File: src/core/scr_pkg.sv
`default_nettype none
package scr_pkg;

  // Register word index; byte address is four times the index
  typedef logic [14:0] scr_index_t;

  localparam scr_index_t SCR_IDX_CLOCK_GATE_1 = 15'h1c02;
  localparam scr_index_t SCR_IDX_CLOCK_GATE_2 = 15'h1c03;
  localparam scr_index_t SCR_IDX_USB_SYSTEM = 15'h1c32;
  localparam scr_index_t SCR_IDX_MEM_SYSTEM = 15'h1c33;
  localparam scr_index_t SCR_IDX_REGULATOR = 15'h7004;
  localparam scr_index_t SCR_IDX_PIN_SELECT = 15'h1c40;
  localparam scr_index_t SCR_IDX_IDLE_CONFIG = 15'h1c41;
  localparam scr_index_t SCR_IDX_BOOT_STATUS = 15'h1c42;

  // Values after reset
  localparam logic [15:0] SCR_RST_CLOCK_GATE = 16'h0000;
  localparam logic [15:0] SCR_RST_SYSTEM = 16'h0000;
  localparam logic [15:0] SCR_RST_REGULATOR = 16'h0000;
  localparam logic [15:0] SCR_RST_PIN_SELECT = 16'h0000;
  localparam logic [15:0] SCR_RST_IDLE = 16'h0000;

  // Writable bits; all others read as zero
  localparam logic [15:0] SCR_MASK_FULL = 16'hffff;
  localparam logic [15:0] SCR_MASK_SYSTEM = 16'h0003;
  localparam logic [15:0] SCR_MASK_REGULATOR = 16'h0003;
  localparam logic [15:0] SCR_MASK_PIN_SELECT = 16'h003f;

  // Field positions
  localparam int unsigned SCR_BIT_USB_REG_EN = 0;
  localparam int unsigned SCR_BIT_CORE_VSEL = 1;
  localparam int unsigned SCR_BIT_IDLE_CPU = 0;
  localparam int unsigned SCR_BIT_STAT_BOOT = 0;
  localparam int unsigned SCR_LSB_STAT_PAD = 8;
  localparam int unsigned SCR_PIN_COUNT = 6;

  // Byte access codes
  localparam logic [1:0] SCR_ACCESS_WORD = 2'h0;
  localparam logic [1:0] SCR_ACCESS_HIGH = 2'h1;
  localparam logic [1:0] SCR_ACCESS_LOW = 2'h2;

  // Boot sequencing state
  typedef enum logic [0:0] {SCR_BOOT_ACTIVE, SCR_BOOT_DONE} scr_boot_state_t;

  // Classic Wishbone request and answer
  typedef struct packed {
    logic cyc;
    logic stb;
    logic we;
    logic [31:0] adr;
    logic [3:0] sel;
    logic [31:0] dat;
  } scr_wb_req_t;

  typedef struct packed {
    logic ack;
    logic [31:0] dat;
  } scr_wb_rsp_t;

endpackage
`default_nettype wire

File: src/core/scr_pin_mux.sv
`default_nettype none
module scr_pin_mux (
  input wire logic clk_in,
  input wire logic rst_in,
  input wire logic [5:0] select_next_in,
  input wire logic [5:0] ext_mem_address_line_in,
  input wire logic ext_mem_drive_in,
  input wire logic [5:0] general_io_line_out_in,
  input wire logic [5:0] general_io_line_oe_in,
  input wire logic [5:0] pad_sync_in,
  output logic [5:0] pad_out,
  output logic [5:0] pad_oe_out,
  output logic [5:0] general_io_line_in_out
);
  import scr_pkg::*;

  // One routing slice per shared pin; built from the next select value
  // so the pin follows the register on the same edge it is written
  for (genvar i = 0; i < SCR_PIN_COUNT; i++)
  begin : g_pin
    logic out_d;
    logic oe_d;
    logic in_d;
    assign out_d = select_next_in[i] ? general_io_line_out_in[i] : ext_mem_address_line_in[i];
    assign oe_d = select_next_in[i] ? general_io_line_oe_in[i] : ext_mem_drive_in;
    assign in_d = select_next_in[i] & pad_sync_in[i];

    // Registered pad drive, released in reset
    always_ff @(posedge clk_in)
    begin
      if (rst_in)
      begin
        pad_out[i] <= 1'b0;
        pad_oe_out[i] <= 1'b0;
        general_io_line_in_out[i] <= 1'b0;
      end
      else
      begin
        pad_out[i] <= out_d;
        pad_oe_out[i] <= oe_d;
        general_io_line_in_out[i] <= in_d;
      end
    end
  end
endmodule
`default_nettype wire

File: src/core/scr_top.sv
// Contract
// - Bit 5 routes address 20 or GPIO 26
// - Bit 4 routes address 19 or GPIO 25
// - Bit 3 routes address 18 or GPIO 24
// - Bit 2 routes address 17 or GPIO 23
// - Bit 1 routes address 16 or GPIO 22
// - Bit 0 routes address 15 or GPIO 21
// - Bit 1 selects core voltage, 1.3 V default
// - USB regulator enable bit 0, off at reset
// - Reset leaves 16-bit accesses on both spaces
// - Memory byte field: 01 high, 10 low
// - USB control holds its own byte field
// - Boot end: clocks off, non-CPU domains idle
// - Two gate registers enable each peripheral clock
// - Probed peripheral clocked, disabled if boot fails
//
// The Wishbone slave port was decided locally.
`default_nettype none
module scr_top (
  input wire logic clk_in,
  input wire logic rst_in,
  input wire scr_pkg::scr_wb_req_t wb_req_in,
  output scr_pkg::scr_wb_rsp_t wb_rsp_out,
  input wire logic boot_probe_start_in,
  input wire logic boot_probe_fail_in,
  input wire logic [4:0] boot_probe_index_in,
  input wire logic boot_done_in,
  input wire logic [5:0] ext_mem_address_line_in,
  input wire logic ext_mem_drive_in,
  input wire logic [5:0] general_io_line_out_in,
  input wire logic [5:0] general_io_line_oe_in,
  input wire logic [5:0] pad_in,
  output logic [5:0] pad_out,
  output logic [5:0] pad_oe_out,
  output logic [5:0] general_io_line_in_out,
  output logic [31:0] periph_clock_enable_out,
  output logic [15:0] idle_request_out,
  output logic core_voltage_select_out,
  output logic usb_regulator_enable_out,
  output logic [1:0] mem_byte_access_out,
  output logic [1:0] usb_byte_access_out,
  output logic boot_active_out
);
  import scr_pkg::*;

  // Byte-lane merge of a write into a register, reserved bits kept zero
  function automatic logic [15:0] scr_merge(
    input logic [15:0] old_value,
    input logic [15:0] new_value,
    input logic [1:0] lanes,
    input logic [15:0] mask
  );
    logic [15:0] lane_bits;
    lane_bits = {{8{lanes[1]}}, {8{lanes[0]}}};
    return ((new_value & lane_bits) | (old_value & ~lane_bits)) & mask;
  endfunction

  // One-hot of a 5-bit peripheral number
  function automatic logic [31:0] scr_onehot(input logic [4:0] index);
    logic [31:0] hot;
    hot = 32'h0000_0000;
    hot[index] = 1'b1;
    return hot;
  endfunction

  // Bus side
  logic write_strobe;
  logic addr_ok;
  scr_index_t index;
  logic [15:0] write_data;
  logic [1:0] byte_enable;
  logic [15:0] read_data;

  // Registers and next values
  logic [15:0] gate1_q;
  logic [15:0] gate1_d;
  logic [15:0] gate2_q;
  logic [15:0] gate2_d;
  logic [15:0] usb_sys_q;
  logic [15:0] usb_sys_d;
  logic [15:0] mem_sys_q;
  logic [15:0] mem_sys_d;
  logic [15:0] regulator_q;
  logic [15:0] regulator_d;
  logic [15:0] pin_select_q;
  logic [15:0] pin_select_d;
  logic [15:0] idle_q;
  logic [15:0] idle_d;
  scr_boot_state_t boot_state_q;
  scr_boot_state_t boot_state_d;

  // Pad input synchronisers
  logic [5:0] pad_meta_q;
  logic [5:0] pad_sync_q;

  // Named pin selects
  logic addr20_pin_select;
  logic addr19_pin_select;
  logic addr18_pin_select;
  logic addr17_pin_select;
  logic addr16_pin_select;
  logic addr15_pin_select;

  // Address decode
  logic hit_gate1;
  logic hit_gate2;
  logic hit_usb_sys;
  logic hit_mem_sys;
  logic hit_regulator;
  logic hit_pin_select;
  logic hit_idle;
  logic hit_status;

  // Boot events
  logic boot_finish;
  logic [31:0] probe_hot;
  logic [31:0] probe_set;
  logic [31:0] probe_clear;
  logic [31:0] gates_written;
  logic [31:0] gates_next;
  logic [15:0] status_value;
  logic boot_active_q;

  scr_wb_slave u_slave (
    .clk_in(clk_in),
    .rst_in(rst_in),
    .wb_req_in(wb_req_in),
    .read_data_in(read_data),
    .wb_rsp_out(wb_rsp_out),
    .write_strobe_out(write_strobe),
    .addr_ok_out(addr_ok),
    .index_out(index),
    .write_data_out(write_data),
    .byte_enable_out(byte_enable)
  );

  // Decode of the word index; misses read zero and ignore writes
  assign hit_gate1 = addr_ok & (index == SCR_IDX_CLOCK_GATE_1);
  assign hit_gate2 = addr_ok & (index == SCR_IDX_CLOCK_GATE_2);
  assign hit_usb_sys = addr_ok & (index == SCR_IDX_USB_SYSTEM);
  assign hit_mem_sys = addr_ok & (index == SCR_IDX_MEM_SYSTEM);
  assign hit_regulator = addr_ok & (index == SCR_IDX_REGULATOR);
  assign hit_pin_select = addr_ok & (index == SCR_IDX_PIN_SELECT);
  assign hit_idle = addr_ok & (index == SCR_IDX_IDLE_CONFIG);
  assign hit_status = addr_ok & (index == SCR_IDX_BOOT_STATUS);

  // Plain software-written registers
  assign usb_sys_d = (write_strobe & hit_usb_sys) ?
    scr_merge(usb_sys_q, write_data, byte_enable, SCR_MASK_SYSTEM) : usb_sys_q;
  assign mem_sys_d = (write_strobe & hit_mem_sys) ?
    scr_merge(mem_sys_q, write_data, byte_enable, SCR_MASK_SYSTEM) : mem_sys_q;
  assign regulator_d = (write_strobe & hit_regulator) ?
    scr_merge(regulator_q, write_data, byte_enable, SCR_MASK_REGULATOR) : regulator_q;
  assign pin_select_d = (write_strobe & hit_pin_select) ?
    scr_merge(pin_select_q, write_data, byte_enable, SCR_MASK_PIN_SELECT) : pin_select_q;

  // Boot completes once; later pulses are ignored
  assign boot_finish = (boot_state_q == SCR_BOOT_ACTIVE) & boot_done_in;
  assign boot_state_d = boot_finish ? SCR_BOOT_DONE : boot_state_q;

  // Boot flag in its own flop, so the pin has no decode behind it
  always_ff @(posedge clk_in)
  begin
    if (rst_in)
    begin
      boot_active_q <= 1'b1;
    end
    else
    begin
      boot_active_q <= (boot_state_d == SCR_BOOT_ACTIVE);
    end
  end

  // Idle domains: everything but the CPU goes idle at boot end
  always_comb
  begin
    idle_d = idle_q;
    if (write_strobe & hit_idle)
    begin
      idle_d = scr_merge(idle_q, write_data, byte_enable, SCR_MASK_FULL);
    end
    if (boot_finish)
    begin
      idle_d = SCR_MASK_FULL;
      idle_d[SCR_BIT_IDLE_CPU] = 1'b0;
    end
  end

  // Probe clocking only while boot runs; hardware wins over a write
  assign probe_hot = scr_onehot(boot_probe_index_in);
  assign probe_set = (boot_state_q == SCR_BOOT_ACTIVE) & boot_probe_start_in ?
    probe_hot : 32'h0000_0000;
  assign probe_clear = (boot_state_q == SCR_BOOT_ACTIVE) & boot_probe_fail_in ?
    probe_hot : 32'h0000_0000;

  // Clock gates: software write, then probe, then boot end
  assign gates_written[15:0] = (write_strobe & hit_gate1) ?
    scr_merge(gate1_q, write_data, byte_enable, SCR_MASK_FULL) : gate1_q;
  assign gates_written[31:16] = (write_strobe & hit_gate2) ?
    scr_merge(gate2_q, write_data, byte_enable, SCR_MASK_FULL) : gate2_q;
  assign gates_next = boot_finish ? 32'h0000_0000 :
    ((gates_written | probe_set) & ~probe_clear);
  assign gate1_d = gates_next[15:0];
  assign gate2_d = gates_next[31:16];

  // Register update; reset gives 16-bit access and regulators default
  always_ff @(posedge clk_in)
  begin
    if (rst_in)
    begin
      gate1_q <= SCR_RST_CLOCK_GATE;
      gate2_q <= SCR_RST_CLOCK_GATE;
      usb_sys_q <= SCR_RST_SYSTEM;
      mem_sys_q <= SCR_RST_SYSTEM;
      regulator_q <= SCR_RST_REGULATOR;
      pin_select_q <= SCR_RST_PIN_SELECT;
      idle_q <= SCR_RST_IDLE;
      boot_state_q <= SCR_BOOT_ACTIVE;
    end
    else
    begin
      gate1_q <= gate1_d;
      gate2_q <= gate2_d;
      usb_sys_q <= usb_sys_d;
      mem_sys_q <= mem_sys_d;
      regulator_q <= regulator_d;
      pin_select_q <= pin_select_d;
      idle_q <= idle_d;
      boot_state_q <= boot_state_d;
    end
  end

  // Two-stage synchroniser on the pads before anything reads them
  always_ff @(posedge clk_in)
  begin
    if (rst_in)
    begin
      pad_meta_q <= 6'h00;
      pad_sync_q <= 6'h00;
    end
    else
    begin
      pad_meta_q <= pad_in;
      pad_sync_q <= pad_meta_q;
    end
  end

  // Named selects from the next value, so pins move with the write edge
  assign addr20_pin_select = pin_select_d[5];
  assign addr19_pin_select = pin_select_d[4];
  assign addr18_pin_select = pin_select_d[3];
  assign addr17_pin_select = pin_select_d[2];
  assign addr16_pin_select = pin_select_d[1];
  assign addr15_pin_select = pin_select_d[0];

  // Shared pin routing; a route change does not reset the peripheral,
  // software must do that itself before using it again
  scr_pin_mux u_pin_mux (
    .clk_in(clk_in),
    .rst_in(rst_in),
    .select_next_in({addr20_pin_select, addr19_pin_select, addr18_pin_select,
      addr17_pin_select, addr16_pin_select, addr15_pin_select}),
    .ext_mem_address_line_in(ext_mem_address_line_in),
    .ext_mem_drive_in(ext_mem_drive_in),
    .general_io_line_out_in(general_io_line_out_in),
    .general_io_line_oe_in(general_io_line_oe_in),
    .pad_sync_in(pad_sync_q),
    .pad_out(pad_out),
    .pad_oe_out(pad_oe_out),
    .general_io_line_in_out(general_io_line_in_out)
  );

  // Status word: boot state and synchronised pad levels
  always_comb
  begin
    status_value = 16'h0000;
    status_value[SCR_BIT_STAT_BOOT] = (boot_state_q == SCR_BOOT_ACTIVE);
    status_value[SCR_LSB_STAT_PAD +: 6] = pad_sync_q;
  end

  // Read selection; unmapped words read zero
  always_comb
  begin
    case (1'b1)
      hit_gate1: read_data = gate1_q;
      hit_gate2: read_data = gate2_q;
      hit_usb_sys: read_data = usb_sys_q;
      hit_mem_sys: read_data = mem_sys_q;
      hit_regulator: read_data = regulator_q;
      hit_pin_select: read_data = pin_select_q;
      hit_idle: read_data = idle_q;
      hit_status: read_data = status_value;
      default: read_data = 16'h0000;
    endcase
  end

  // Outputs straight from the registers
  assign periph_clock_enable_out = {gate2_q, gate1_q};
  assign idle_request_out = idle_q;
  assign core_voltage_select_out = regulator_q[SCR_BIT_CORE_VSEL];
  assign usb_regulator_enable_out = regulator_q[SCR_BIT_USB_REG_EN];
  assign mem_byte_access_out = mem_sys_q[1:0];
  assign usb_byte_access_out = usb_sys_q[1:0];
  assign boot_active_out = boot_active_q;
endmodule
`default_nettype wire

File: src/core/scr_wb_slave.sv
`default_nettype none
module scr_wb_slave (
  input wire logic clk_in,
  input wire logic rst_in,
  input wire scr_pkg::scr_wb_req_t wb_req_in,
  input wire logic [15:0] read_data_in,
  output scr_pkg::scr_wb_rsp_t wb_rsp_out,
  output logic write_strobe_out,
  output logic addr_ok_out,
  output scr_pkg::scr_index_t index_out,
  output logic [15:0] write_data_out,
  output logic [1:0] byte_enable_out
);
  import scr_pkg::*;

  logic ack_q;
  logic ack_d;
  logic [15:0] rdata_q;
  logic request;

  // Word-aligned, inside the 17-bit window, else unmapped
  assign request = wb_req_in.cyc & wb_req_in.stb;
  assign addr_ok_out = (wb_req_in.adr[31:17] == 15'h0000) & (wb_req_in.adr[1:0] == 2'h0);
  assign index_out = wb_req_in.adr[16:2];
  assign write_data_out = wb_req_in.dat[15:0];
  assign byte_enable_out = wb_req_in.sel[1:0];

  // Ack one cycle after the request, dropped the cycle after
  assign ack_d = request & ~ack_q;

  // Write lands on the edge where the master sees ack
  assign write_strobe_out = request & wb_req_in.we & ack_q;

  // Read data captured while the request is stable
  always_ff @(posedge clk_in)
  begin
    if (rst_in)
    begin
      ack_q <= 1'b0;
      rdata_q <= 16'h0000;
    end
    else
    begin
      ack_q <= ack_d;
      rdata_q <= ack_d ? read_data_in : 16'h0000;
    end
  end

  assign wb_rsp_out.ack = ack_q;
  assign wb_rsp_out.dat = {16'h0000, rdata_q};
endmodule
`default_nettype wire

File: config.mk
export PLATFORM = sky130hd
export DESIGN_NAME = scr_top
export DESIGN_NICKNAME = d
export VERILOG_FILES = /design/src/core/scr_pkg.sv /design/src/core/scr_pin_mux.sv /design/src/core/scr_top.sv /design/src/core/scr_wb_slave.sv
export SDC_FILE = /design/constraint.sdc
export NUM_CORES = 1
export LEC_CHECK = 0
export ABC_CLOCK_PERIOD_IN_PS = 2900
export BUFFER_PORTS_ARGS = -buffer_cell sky130_fd_sc_hd__clkbuf_2
export CORE_MARGIN = 8
export CORE_UTILIZATION = 49
export DETAILED_ROUTE_END_ITERATION = 12
export GPL_TIMING_DRIVEN = 0
export PLACE_DENSITY = 0.8
export SLEW_MARGIN = 20
export SYNTH_ARGS = -nofsm -noshare
export SYNTH_HDL_FRONTEND = slang
export SYNTH_SLANG_ARGS = --single-unit
File: constraint.sdc
create_clock -name clk_in -period 2.9 [get_ports clk_in]
set_input_delay 0.58 -clock clk_in [delete_from_list [all_inputs] [get_ports clk_in]]
set_output_delay 0.58 -clock clk_in [all_outputs]
set_load 0.02 [all_outputs]
# Word level (Yosys, flattened, before mapping)
# Cells that the tools add are included.
[op_classes] order_cmp=2 n_eq_ne=8 mux=30 bitwise=52 n_reduce_logical=6
[op_table] operator="two-way mux 16 bit" count=11
[op_table] operator="== test 15 x 13 -> 1 bit, second input constant" count=7
[op_table] operator="bitwise AND 16 bit" count=4
[op_table] operator="two-way mux 32 bit" count=2
[op_table] operator="OR 16 bit" count=3
[op_table] operator="bitwise AND 32 bit" count=1
[op_table] operator="NOT 32 bit" count=1
[op_table] operator="OR 32 bit" count=1
[op_table] operator="bitwise AND 1 bit" count=29
[op_table] operator="NOT 16 bit" count=1
[op_table] operator="== test 15 bit, second input constant" count=1
[op_table] operator="logical NOT 15 bit" count=1
[op_table] operator="two-way mux 1 bit" count=14
[op_table] operator="two-way mux 14 bit" count=1
[op_table] operator="bitwise AND 2 bit" count=3
[op_table] operator="bitwise AND 6 bit" count=1
[op_table] operator="< comparator 5 x 6 -> 1 bit, second input constant" count=1
[op_table] operator="two-way mux 6 bit" count=1
[op_table] operator="OR 2 bit" count=3
[op_table] operator="OR 6 bit" count=1
[op_table] operator="demux 1 bit (select 5 bit)" count=1
[op_table] operator="greater-or-equal comparator 5 x 1 -> 1 bit, second input constant" count=1
[op_table] operator="NOT 1 bit" count=4
[op_table] operator="OR reduction 2 bit" count=2
[op_table] operator="3 further kinds" count=3
[totals] register_bits=109 inputBits=106 output_inout_bits=106 elab_cells=130

# Longest topological paths before layout
# Gate-level depths: netlist of the first run.
[logic_depth] ltp_word=11 depth_mapped=7 ltp_nobuf=5

# Cells and area by module
# From an unflattened synthesis of the first run, not the netlist that was laid out.
[unflattened] cells_unflattened=546 hier_area_um2=5171.2
[modules_own_cells] module="scr_top" instances=1 cells_each=395 area_per_inst_um2=3654.8 seq_area_each_um2=1481.4
[modules_own_cells] module="scr_wb_slave" instances=1 cells_each=95 area_per_inst_um2=919.6 seq_area_each_um2=340.3
[modules_own_cells] module="scr_pin_mux" instances=1 cells_each=56 area_per_inst_um2=596.8 seq_area_each_um2=360.3

# Worst setup path before layout of the first run
# OpenSTA, ideal clock, no wires.
[synth_timing] path_type="input port to flip-flop" from="input port wb_req_in[54] in the netlist's numbering" to="register u_pin_mux.pad_out[0]" setup_ns=0.122 t_arrival_ns=2.215 t_required_ns=2.778 path_slack_ns=0.563 stages=6 n_path_buf=1 path_cell_list="nor4_2 > nand3_2 > nor4_2 > buf_2 > a21oi_1 > a311o_1"
[synth_via] elab_chain_len=6
[synth_lines] element="from (decl)" line_no="scr_top.sv:22" text="input wire scr_pkg::scr_wb_req_t wb_req_in,"
[synth_lines] element="logical NOT 15 bit" line_no="scr_wb_slave.sv:23" text="assign addr_ok_out = (wb_req_in.adr[31:17] == 15'h0000) & (wb_req_in.adr[1:0] == 2'h0);"
[synth_lines] element="bitwise AND 1 bit" line_no="scr_wb_slave.sv:23"
[synth_lines] element="bitwise AND 1 bit" line_no="scr_top.sv:143" text="assign hit_pin_select = addr_ok & (index == SCR_IDX_PIN_SELECT);"
[synth_lines] element="bitwise AND 1 bit" line_no="scr_top.sv:154" text="assign pin_select_d = (write_strobe & hit_pin_select) ?"
[synth_lines] element="two-way mux 6 bit" line_no="scr_top.sv:154"
[synth_lines] element="two-way mux 1 bit" line_no="scr_pin_mux.sv:24" text="assign out_d = select_next_in[i] ? general_io_line_out_in[i] : ext_mem_address_line_in[i];"
[synth_lines] element="to (signal, indexed assignment)" line_no="scr_pin_mux.sv:39" text="pad_out[i] <= out_d;"
[synth_lines] element="to (decl)" line_no="scr_pin_mux.sv:11" text="output logic [5:0] pad_out,"
# Every way passes these cells.
# A chain may end at the register's enable or synchronous reset.

# Final worst setup path of the first run
[layout_timing] from="input port wb_req_in[43] in the netlist's numbering" to="register u_slave.rdata_q[11]"
[layout_via] elab_chain_len=10 word_cells_on_any_way=24 classes_between="8 x eq/ne; 8 x mux; 8 x bitwise"
[layout_lines] element="== test 15 x 13 -> 1 bit" line_no="scr_top.sv:145" text="assign hit_status = addr_ok & (index == SCR_IDX_BOOT_STATUS);"
[layout_lines] element="bitwise AND 1 bit" line_no="scr_top.sv:145"
[layout_lines] element="two-way mux 14 bit" line_no="scr_top.sv:284" text="case (1'b1)"
[layout_lines] element="two-way mux 16 bit (6 in a row)" line_no="scr_top.sv:284"
[layout_lines] element="two-way mux 16 bit *" line_no="scr_top.sv:284"
[layout_lines] element="to (signal assigned)" line_no="scr_wb_slave.sv:45" text="rdata_q <= ack_d ? read_data_in : 16'h0000;"
[layout_lines] element="to (decl)" line_no="scr_wb_slave.sv:18" text="logic [15:0] rdata_q;"
# Mark *: on every way between the ends. The rest lies on a longest branch, timed or not.

==> results of run 1 <==
## how the worst max path moves through the flow
stage | start | to | slack, ps | cells after the start
floorplan | wb_req_in[54] | u_pin_mux.pad_out[0]$_SDFF_PP0_ | 560 | 6
global placement | wb_req_in[54] | u_pin_mux.general_io_line_in_out[2]$_SDFF_PP0_ | -110 | 7
detailed placement | wb_req_in[54] | u_pin_mux.general_io_line_in_out[2]$_SDFF_PP0_ | -100 | 7
CTS | wb_req_in[54] | u_pin_mux.general_io_line_in_out[0]$_SDFF_PP0_ | 280 | 7
global route | wb_req_in[43] | gate2_q[7]$_SDFF_PP0_ | 130 | 8
finish | wb_req_in[43] | u_slave.rdata_q[11]$_SDFF_PP0_ | 240 | 7
## per-stage QoR
step	setup TNS (ps)	worst slack [ps]	total power, mW	util (%)
2_1_floorplan	0	563	1.81	-
3_3_place_gp	-1390	-107	1.98	60.4
3_5_place_dp	-1640	-98.9	1.99	60.5
4_1_cts	0	279	2.90	62.2
5_1_grt	0	128	3.00	62.2
6_report	0	239	2.90	62.2
## flip-flops by register name (all words and copies together) (netlist names), named ones only
signal / cells
pad_sync_q: 6
u_pin_mux.general_io_line_in_out: 6
u_slave.rdata_q: 16
idle_request_out: 15
u_pin_mux.pad_oe_out: 6
gate2_q: 16
boot_active_out: 1
gate1_q: 16
u_pin_mux.pad_out: 6
u_slave.ack_q: 1
pin_select_q: 6
pad_meta_q: 6
boot_state_q: 1
## routing by layer
| metal | track usage [%] | part of all wire, % |
|---|---|---|
| met5 | 0 | 0 |
| met4 | 13.7 | 3.5 |
| met3 | 6.99 | 11 |
| met2 | 44.5 | 47 |
| met1 | 33.5 | 39 |
## layout make-up
class                           instances  area, sq um  area share [%]
Multi-Input combinational cell        460         3020            44.5
Tap cell                              140          175            2.58
Clock inverter                          4         50.0           0.739
Sequential cell                       109         2180            32.2
Buffer                                 64          315            4.65
Timing Repair Buffer                  176          883            13.0
Clock buffer                           10          138            2.03
Inverter                                4         15.0           0.222
## cells by family (layout without fill, tap and decap cells)
kind of cell           count (synthesis)  in the layout
other                                  1             16
DFF                                  109            109
buffers and inverters                 68            258
AOI/OAI and AO/OA                    214            214
and+or+nand+nor                      194            194
muxes                                 36             36
## where the power goes
| group | internal [mW] | switching (mW) | total [mW] |
|---|---|---|---|
| clock network | 0.413 | 0.519 | 0.931 |
| registers | 1.53 | 0.0282 | 1.56 |
| logic | 0.147 | 0.258 | 0.405 |
## cell usage in the layout, fill, tap and decap left out, types with 8 or more instances in the layout
cell type and n:
nand2_1 26, clkbuf_2 175, a32oi_1 36, and4b_1 14, nand3_1 12, a22oi_1 21
a21oi_1 64, clkbuf_1 35, nor4_1 8, nor2_1 46, mux2i_1 30, nor2b_1 16
clkbuf_8 10, buf_4 18, conb_1 16, nand3b_1 13, buf_2 9, a311o_1 12
o21ai_0 72, dfxtp_1 109
==> reports/metrics.yaml, run 1 <==
critical_path:
  rr_startpoint: "u_slave.ack_q$_SDFF_PP0_"
  crit_chain: "clkbuf_2 -> nor4b_4 -> nand2_1 -> nor3_1 -> buf_2 -> a22oi_1 -> nor2_1"
  crit_path_start_kind: "input pin"
  crit_fanout: 10
  reg2reg_depth: 6
  worstSetupPathType: "in2reg"
  crit_slowest_cell: "nor3_1"
  cp-end-kind: "flop"
  cp_slowest_stage_delay_ps: 780
  path_delay_family: "simple AND/OR/NAND/NOR gates"
  r2r_setup_slack_ps: 360
  reg2reg_to: "gate1_q[5]$_SDFF_PP0_"
  arrival_ps: 2980
  cp_num_buf_inv: 2
  required_ps: 3220
sta:
  finClkSkew_ps: 7.51
  final_hold_viol_count: 0
  post-route-min-period_ps: 2660
  hold_ws_ps: 415
  rsz0062_at_grt: "false"
  worstMarginPinSlew_ps: 916
  timing.final.crit_share_pct: 91.8
  setup_viol: 0
  timing.fmax_mhz: 376
  maxSlewHeadroom_pct: 38.4
  slew_violations: 0
synth:
  synth_simple_gate_area_share_pct: 22.8
  synth_area_sq_um: 5470
  synth_edf_count: 0
  synthAdderAreaFrac_pct: 0
  avgSynthCellArea_sq_um: 8.79
  yosys.area_share.xor_xnor_pct: 0
  synth_compound_gate_area_share_pct: 24.5
  synth_top_family_by_area: "compound AO/OA/AOI/OAI gates"
  synth_cells: 622
  synth_top_flop_cell: "dfxtp_1"
  muxShareOfSynthArea_pct: 6.73
  ys_types: 49
  ys_ff_latch: 109
  synthMostInstantiatedCell: "dfxtp_1"
  ys_warn_count: 0
  synth_seq_area_share_pct: 39.9
  synth_top_area_cell: "dfxtp_1"
  synth_top_area_share_pct: 39.9
  postSynth.asyncResetShare_pct: 0
  synth_commonest_cells: "dfxtp_1, o21ai_0, a21oi_1, nor2_1, a32oi_1"
  synthTopCellsByArea: "dfxtp_1, o21ai_0, a21oi_1"
cells_and_area:
  n_fill_cell: 953
  instances_no_fill: 967
  nets: 930
  drive_gt1_share_pct: 28.8
  design_area_sq_um: 6780
  diodes: 0
  area_growth_pct: 23.9
min_path:
  min_to: "pad_meta_q[2]$_SDFF_PP0_"
  whs_path_depth: 2
  worstHoldPathType: "in2reg"
  hp-start: "pad_in[2]"
flow_run:
  cap_violations: 0
grt:
  grt_pass1_wl_microns: 31900
  gr-total-overflow: 0
  grt_max_degree: 17
  grt_pass1_vias: 5872
  antenna_found_initial: 0
  grt.total_usage_pct: 27.5
power:
  peakVddDrop_mv: 0.399
  p_leak_nw: 2.73
  power_density_nw_per_um2: 428
cts:
  post_cts_buffers: 0
  cts_made_buffers: 9
  cts_tree: "yes"
  holdBufCountCts: 0
  clk_pin_slew_ps: 100
  cts.htree.levels: 3
  numClockSinks: 109
  max-clock-path-buffers: 2
  insertion_delay_ps: 380
  cts-root-buf: "clkbuf_8"
  post_cts_resized: 0
outcome:
  status: "complete, no violations"
route:
  vias: 5963
  wl_per_cell_microns: 21.7
  viasPerCell: 6.17
  finalWirelength_microns: 21000
  postRouteAntennaNets: 0
  drtIter0Drc: 578
  dr.pass1.iters: 6
  route.detailed.drc: 0
floorplan:
  die_h_microns: 122
  initial_core_util_pct: 50.2
  io_pins: 212
  core_area_sq_um: 10900
  dieArea_sq_um: 14800
  die_w_microns: 122
  rows: 38
placement:
  dp.cells: 953
  placed_area_sq_um: 6590
  dp_hpwl_microns: 16500
  portBuffers: 175
  gp_congestion: 0.953
Note: power is estimated with default switching activity, not from simulation.
==> run 2, diff against run 1 <==
--- a/config.mk
+++ b/config.mk
@@ -7,7 +7,6 @@
 export LEC_CHECK = 0
 export ABC_CLOCK_PERIOD_IN_PS = 2900
 export BUFFER_PORTS_ARGS = -buffer_cell sky130_fd_sc_hd__clkbuf_2
-export CORE_MARGIN = 8
 export CORE_UTILIZATION = 49
 export DETAILED_ROUTE_END_ITERATION = 12
 export GPL_TIMING_DRIVEN = 0
==> reports/metrics.yaml, run 2 (synthesis gave the netlist of run 1 again) <==
outcome:
  status: "complete, no violations"
sta:
  rsz0062_at_grt: "false"
  hold_ws_ps: 404  # -11.4 ps
  final_hold_viol_count: 0  # unchanged
  setup_ws_ps: 167  # -72.7 ps
  setup_viol: 0  # unchanged
  maxSlewHeadroom_pct: 36.7  # -1.7 points
  timing.final.crit_share_pct: 94.3  # +2.5 points
  finClkSkew_ps: 6.72  # -0.783 ps
  slew_violations: 0  # unchanged
  post-route-min-period_ps: 2730  # +72.7 ps
  timing.fmax_mhz: 366  # -2.7%
  tns_ps: 0  # unchanged
  worstMarginPinSlew_ps: 940  # +24.0 ps
power:
  p_int_mw: 2.19  # +4.4%
  pwr-share-seq_pct: 52.3  # -1.6 points
  pwr-share-clk_pct: 34.2  # +2.1 points
  power_switching_uw: 805  # about the same
  power_frac_comb_pct: 13.6  # -0.4 points
  power_density_nw_per_um2: 440  # +2.8%
  peakVddDrop_mv: 0.347  # -13%
  switching_share_pct: 26.9  # -0.86 points
  p_leak_nw: 2.74  # +0.56%
floorplan:
  die_h_microns: 108  # -12%
  io_pins: 212  # unchanged
  core_area_sq_um: 10800  # -0.44%
  rows: 38  # unchanged
  die_w_microns: 108  # -12%
  dieArea_sq_um: 11600  # -22%
  initial_core_util_pct: 50.4  # +0.22 points
critical_path:
  cp-end-kind: "flop"
  rr_startpoint: "u_slave.ack_q$_SDFF_PP0_"
  r2r_setup_slack_ps: 420  # +60 ps
  crit_fanout: 10  # unchanged
  required_ps: 3230  # about the same
  reg2reg_depth: 6  # unchanged
  reg2reg_to: "u_pin_mux.pad_oe_out[1]$_SDFF_PP0_"
  arrival_ps: 3060  # +80 ps
  cp_slowest_stage_delay_ps: 710  # -70 ps
  setup.worst_path.start: "wb_req_in[65]"
  crit_chain: "clkbuf_2 -> nor4_2 -> nand3_2 -> nor4_2 -> clkbuf_1 -> buf_2 -> a311o_1"
  crit_top_cell: "nor4_2"
  crit_slowest_cell: "nor4_2"
  worstSetupPathType: "in2reg"
  crit_path_start_kind: "input pin"
min_path:
  whs_path_depth: 2  # unchanged
  min_to: "pad_meta_q[3]$_SDFF_PP0_"
  worstHoldPathType: "in2reg"
  hp-start: "pad_in[3]"
grt:
  grt_max_degree: 17  # unchanged
  gr-total-overflow: 0  # unchanged
  grt.total_usage_pct: 34.3  # +6.8 points
  grt_pass1_wl_microns: 30100  # -5.5%
  antenna_found_initial: 0  # unchanged
  grt_pass1_vias: 5584  # -4.9%
cells_and_area:
  most-common-layout-cells: "clkbuf_2, dfxtp_1, o21ai_0"
  nets: 930  # unchanged
  final_common_cell: "clkbuf_2"
  top_regs: "gate1_q: 16 flops, gate2_q: 16 flops, u_slave.rdata_q: 16 flops"
  design_area_sq_um: 6800  # +0.39%
  drive_gt1_share_pct: 28.7  # -0.035 points
  area_growth_pct: 24.4
  fin_util_pct: 62.8  # +0.52 points
  diodes: 0  # unchanged
cts:
  numClockSinks: 109  # unchanged
  cts-root-buf: "clkbuf_8"
  post_cts_resized: 0  # unchanged
  insertion_delay_ps: 380  # about the same
  cts_made_buffers: 9  # unchanged
  post_cts_buffers: 0  # unchanged
  holdBufCountCts: 0  # unchanged
  cts.htree.levels: 3  # unchanged
  cts_tree: "yes"
  clk_pin_slew_ps: 100  # about the same
  max-clock-path-buffers: 2  # unchanged
route:
  drtIter0Drc: 490  # -15%
  wl_per_cell_microns: 20.7  # -5.0%
  route.detailed.drc: 0  # unchanged
  finalWirelength_microns: 20000  # -4.9%
  dr.pass1.iters: 7  # +1
  viasPerCell: 6.20  # +0.48%
  vias: 5998  # +0.59%
  postRouteAntennaNets: 0  # unchanged
placement:
  pre_cts_ws_ps: -158  # -58.9 ps
  portBuffers: 175  # unchanged
  placed_area_sq_um: 6590  # unchanged
  gp_congestion: 0.942  # -1.1%
  dp_hpwl_microns: 15300  # -7.2%
flow_run:
  cap_violations: 0  # unchanged
run 2: layer usage:
metal,GRT usage [%],up-vias,share of wire [%]
met3,4.78,56,8.6
met2,55.7,363,46
li1,-,2737,-
met1,45.0,2842,41
met4,15.7,0,3.6
met5,0,-,0
run 2: worst max-delay path, delay by kind of cell:
family | cells | cell delay [ps]
and+or+nand+nor | 3 | 1460
buffers and inverters | 3 | 790
AOI/OAI and AO/OA | 1 | 220
run 2: layout make-up:
class | count | area (sq um)
Fill cell | 990 | 4040
Tap cell | 140 | 175
Sequential cell | 109 | 2180
Clock inverter | 4 | 72.6
Clock buffer | 11 | 141
Timing Repair Buffer | 176 | 883
Inverter | 4 | 15.0
Multi-Input combinational cell | 460 | 3020
Buffer | 64 | 315
run 2: how the worst max path moves through the flow:
stage                                                                end  slack [ps]
after floorplan                          u_pin_mux.pad_out[0]$_SDFF_PP0_         560
after global placement    u_pin_mux.general_io_line_in_out[0]$_SDFF_PP0_         -90
after detailed placement              u_pin_mux.pad_oe_out[1]$_SDFF_PP0_        -160
after CTS                             u_pin_mux.pad_oe_out[1]$_SDFF_PP0_         230
after global routing                  u_pin_mux.pad_oe_out[0]$_SDFF_PP0_          80
final                                 u_pin_mux.pad_oe_out[1]$_SDFF_PP0_         170
run 2: metrics by stage:
step | power (mW) | instances
after global routing | 3.08 | 968
after CTS | 2.99 | 968
after global placement | 1.98 | 952
final | 2.99 | 968
after floorplan | 1.81 | 637
after detailed placement | 1.99 | 953
run 2: power by group through the flow:
| stage | logic [mW] | registers [mW] | clock network [mW] |
|---|---|---|---|
| global placement | 0.386 | 1.59 | 0 |
| CTS | 0.396 | 1.56 | 1.03 |
| detailed placement | 0.395 | 1.60 | 0 |
| finish | 0.405 | 1.56 | 1.02 |
| global route | 0.432 | 1.57 | 1.08 |
| floorplan | 0.186 | 1.62 | 0 |
==> run 3, diff against run 2 <==
--- a/config.mk
+++ b/config.mk
@@ -7,6 +7,7 @@
 export LEC_CHECK = 0
 export ABC_CLOCK_PERIOD_IN_PS = 2900
 export BUFFER_PORTS_ARGS = -buffer_cell sky130_fd_sc_hd__clkbuf_2
+export CORE_ASPECT_RATIO = 2
 export CORE_UTILIZATION = 49
 export DETAILED_ROUTE_END_ITERATION = 12
 export GPL_TIMING_DRIVEN = 0
==> reports/metrics.yaml, run 3 (synthesis gave the netlist of run 1 again) <==
outcome:
  status: "complete, no violations"
placement:
  placed_area_sq_um: 6590  # about the same
  portBuffers: 175  # unchanged
  dp_hpwl_microns: 15700  # +2.6%
  dp.cells: 953  # unchanged
  gp_congestion: 0.964  # +2.3%
route:
  wl_per_cell_microns: 20.8  # +0.79%
  viasPerCell: 6.17  # -0.38%
  dr.pass1.iters: 6  # -1
  route.detailed.drc: 0  # unchanged
  drtIter0Drc: 544  # +11%
  vias: 5994  # -0.067%
  finalWirelength_microns: 20200  # +1.1%
  postRouteAntennaNets: 0  # unchanged
critical_path:
  setup.worst_path.start: "wb_req_in[40]"
  crit_path_start_kind: "input pin"
  cp_num_buf_inv: 3  # unchanged
  cp-end-kind: "flop"
  crit_chain: "clkbuf_2 -> nor4bb_1 -> nand4b_1 -> buf_2 -> nor4_1 -> buf_2 -> a22oi_1 -> a21oi_1"
  cp.depth: 8  # +1
  arrival_ps: 3030  # -30 ps
  cp_slowest_stage_delay_ps: 670  # -40 ps
  reg2reg_to: "gate1_q[1]$_SDFF_PP0_"
  required_ps: 3160  # -70 ps
  reg2reg_depth: 6  # unchanged
  crit_slowest_cell: "nor4_1"
  crit_fanout: 10  # unchanged
  endpoint: "u_slave.rdata_q[4]$_SDFF_PP0_"
  crit_top_cell: "buf_2"
  rr_startpoint: "u_slave.ack_q$_SDFF_PP0_"
  path_delay_family: "simple AND/OR/NAND/NOR gates"
  worstSetupPathType: "in2reg"
  r2r_setup_slack_ps: 370  # -50 ps
cts:
  cts_made_buffers: 9  # unchanged
  holdBufCountCts: 0  # unchanged
  cts.htree.levels: 3  # unchanged
  cts-root-buf: "clkbuf_16"
  numClockSinks: 109  # unchanged
  clk_pin_slew_ps: 80  # -20 ps
  insertion_delay_ps: 360  # -20 ps
  max-clock-path-buffers: 2  # unchanged
  cts_tree: "yes"
cells_and_area:
  design_area_sq_um: 6960  # +2.2%
  area_growth_pct: 27.2
  most-common-layout-cells: "clkbuf_2, dfxtp_1, o21ai_0"
  final_common_cell: "clkbuf_2"
  top_regs: "gate1_q: 16 flops, gate2_q: 16 flops, u_slave.rdata_q: 16 flops"
  nets: 932  # +0.22%
  drive_gt1_share_pct: 29.2  # +0.50 points
  fin_util_pct: 63.9  # +1.2 points
  instances_no_fill: 971  # +0.31%
  diodes: 0  # unchanged
sta:
  maxSlewHeadroom_pct: 20.0  # -17 points
  worstMarginPinSlew_ps: 1190  # +249 ps
  finClkSkew_ps: 7.28  # +0.556 ps
  post-route-min-period_ps: 2770  # +38.4 ps
  timing.fmax_mhz: 361  # -1.4%
  hold_ws_ps: 430  # +25.6 ps
  slew_violations: 0  # unchanged
  final_hold_viol_count: 0  # unchanged
  timing.final.crit_share_pct: 95.6  # +1.3 points
  setup_viol: 0  # unchanged
floorplan:
  initial_core_util_pct: 50.3  # -0.17 points
  dieArea_sq_um: 11600  # +0.22%
  core_area_sq_um: 10900  # +0.35%
  die_h_microns: 151  # +41%
  rows: 54  # +42%
  io_pins: 212  # unchanged
  die_w_microns: 76.7  # -29%
grt:
  antenna_found_initial: 0  # unchanged
  grt_pass1_vias: 5808  # +4.0%
  grt_max_degree: 21  # +4
  grt.total_usage_pct: 34.6  # +0.26 points
  grt_pass1_wl_microns: 30500  # +1.2%
  gr-total-overflow: 0  # unchanged
power:
  p_leak_nw: 2.83  # +3.3%
  peakVddDrop_mv: 0.427  # +23%
  power_density_nw_per_um2: 484  # +10%
min_path:
  hp-start: "pad_in[1]"
  worstHoldPathType: "in2reg"
flow_run:
  cap_violations: 0  # unchanged
-- run 3: worst min path at each step --
stage	slack, ps	endpoint	cells past startpoint
5_1_grt	430	pad_meta_q[1]$_SDFF_PP0_	2
3_5_place_dp	430	pad_sync_q[0]$_SDFF_PP0_	1
4_1_cts	430	pad_meta_q[1]$_SDFF_PP0_	2
2_1_floorplan	410	pad_sync_q[0]$_SDFF_PP0_	1
3_3_place_gp	420	pad_sync_q[4]$_SDFF_PP0_	1
6_report	430	pad_meta_q[1]$_SDFF_PP0_	2
-- run 3: stage by stage --
stage	setup slack, ps	TNS, ps	total power [mW]
finish	128	0	3.37
global route	-53.8	-138	3.46
CTS	41.4	0	3.36
detailed placement	-422	-9850	1.99
global placement	-444	-8400	1.98
floorplan	563	0	1.81
-- run 3: what timing repair did --
item | CTS | global route
setup endpoints to repair | 4 | 16
gates cloned | 0 | 0
resized for setup | 0 | 2
pin swaps | 1 | 0
setup buffers | 2 | 0
-- run 3: layout make-up --
cell class | count | area [sq um]
buffer | 64 | 315
sequential | 109 | 2180
inverter | 4 | 15.0
multi-input combinational | 460 | 3030
fill | 958 | 3920
tap | 140 | 175
clock buffer | 9 | 225
clock inverter | 7 | 116
timing repair buffer | 178 | 896
-- run 3: per-layer routing --
layer,wire [microns],GRT usage (%),share of wire [%]
met3,1230,5.72,6.1
met4,1150,21.3,5.7
met2,10700,65.5,53
met1,7190,34.5,36
met5,0,0,0
-- run 3: power by group --
group	switching [mW]	internal [mW]	leakage (nW)
registers	0.0235	1.53	0.889
logic	0.262	0.147	1.78
clock network	0.620	0.782	0.167
total	0.906	2.46	2.83
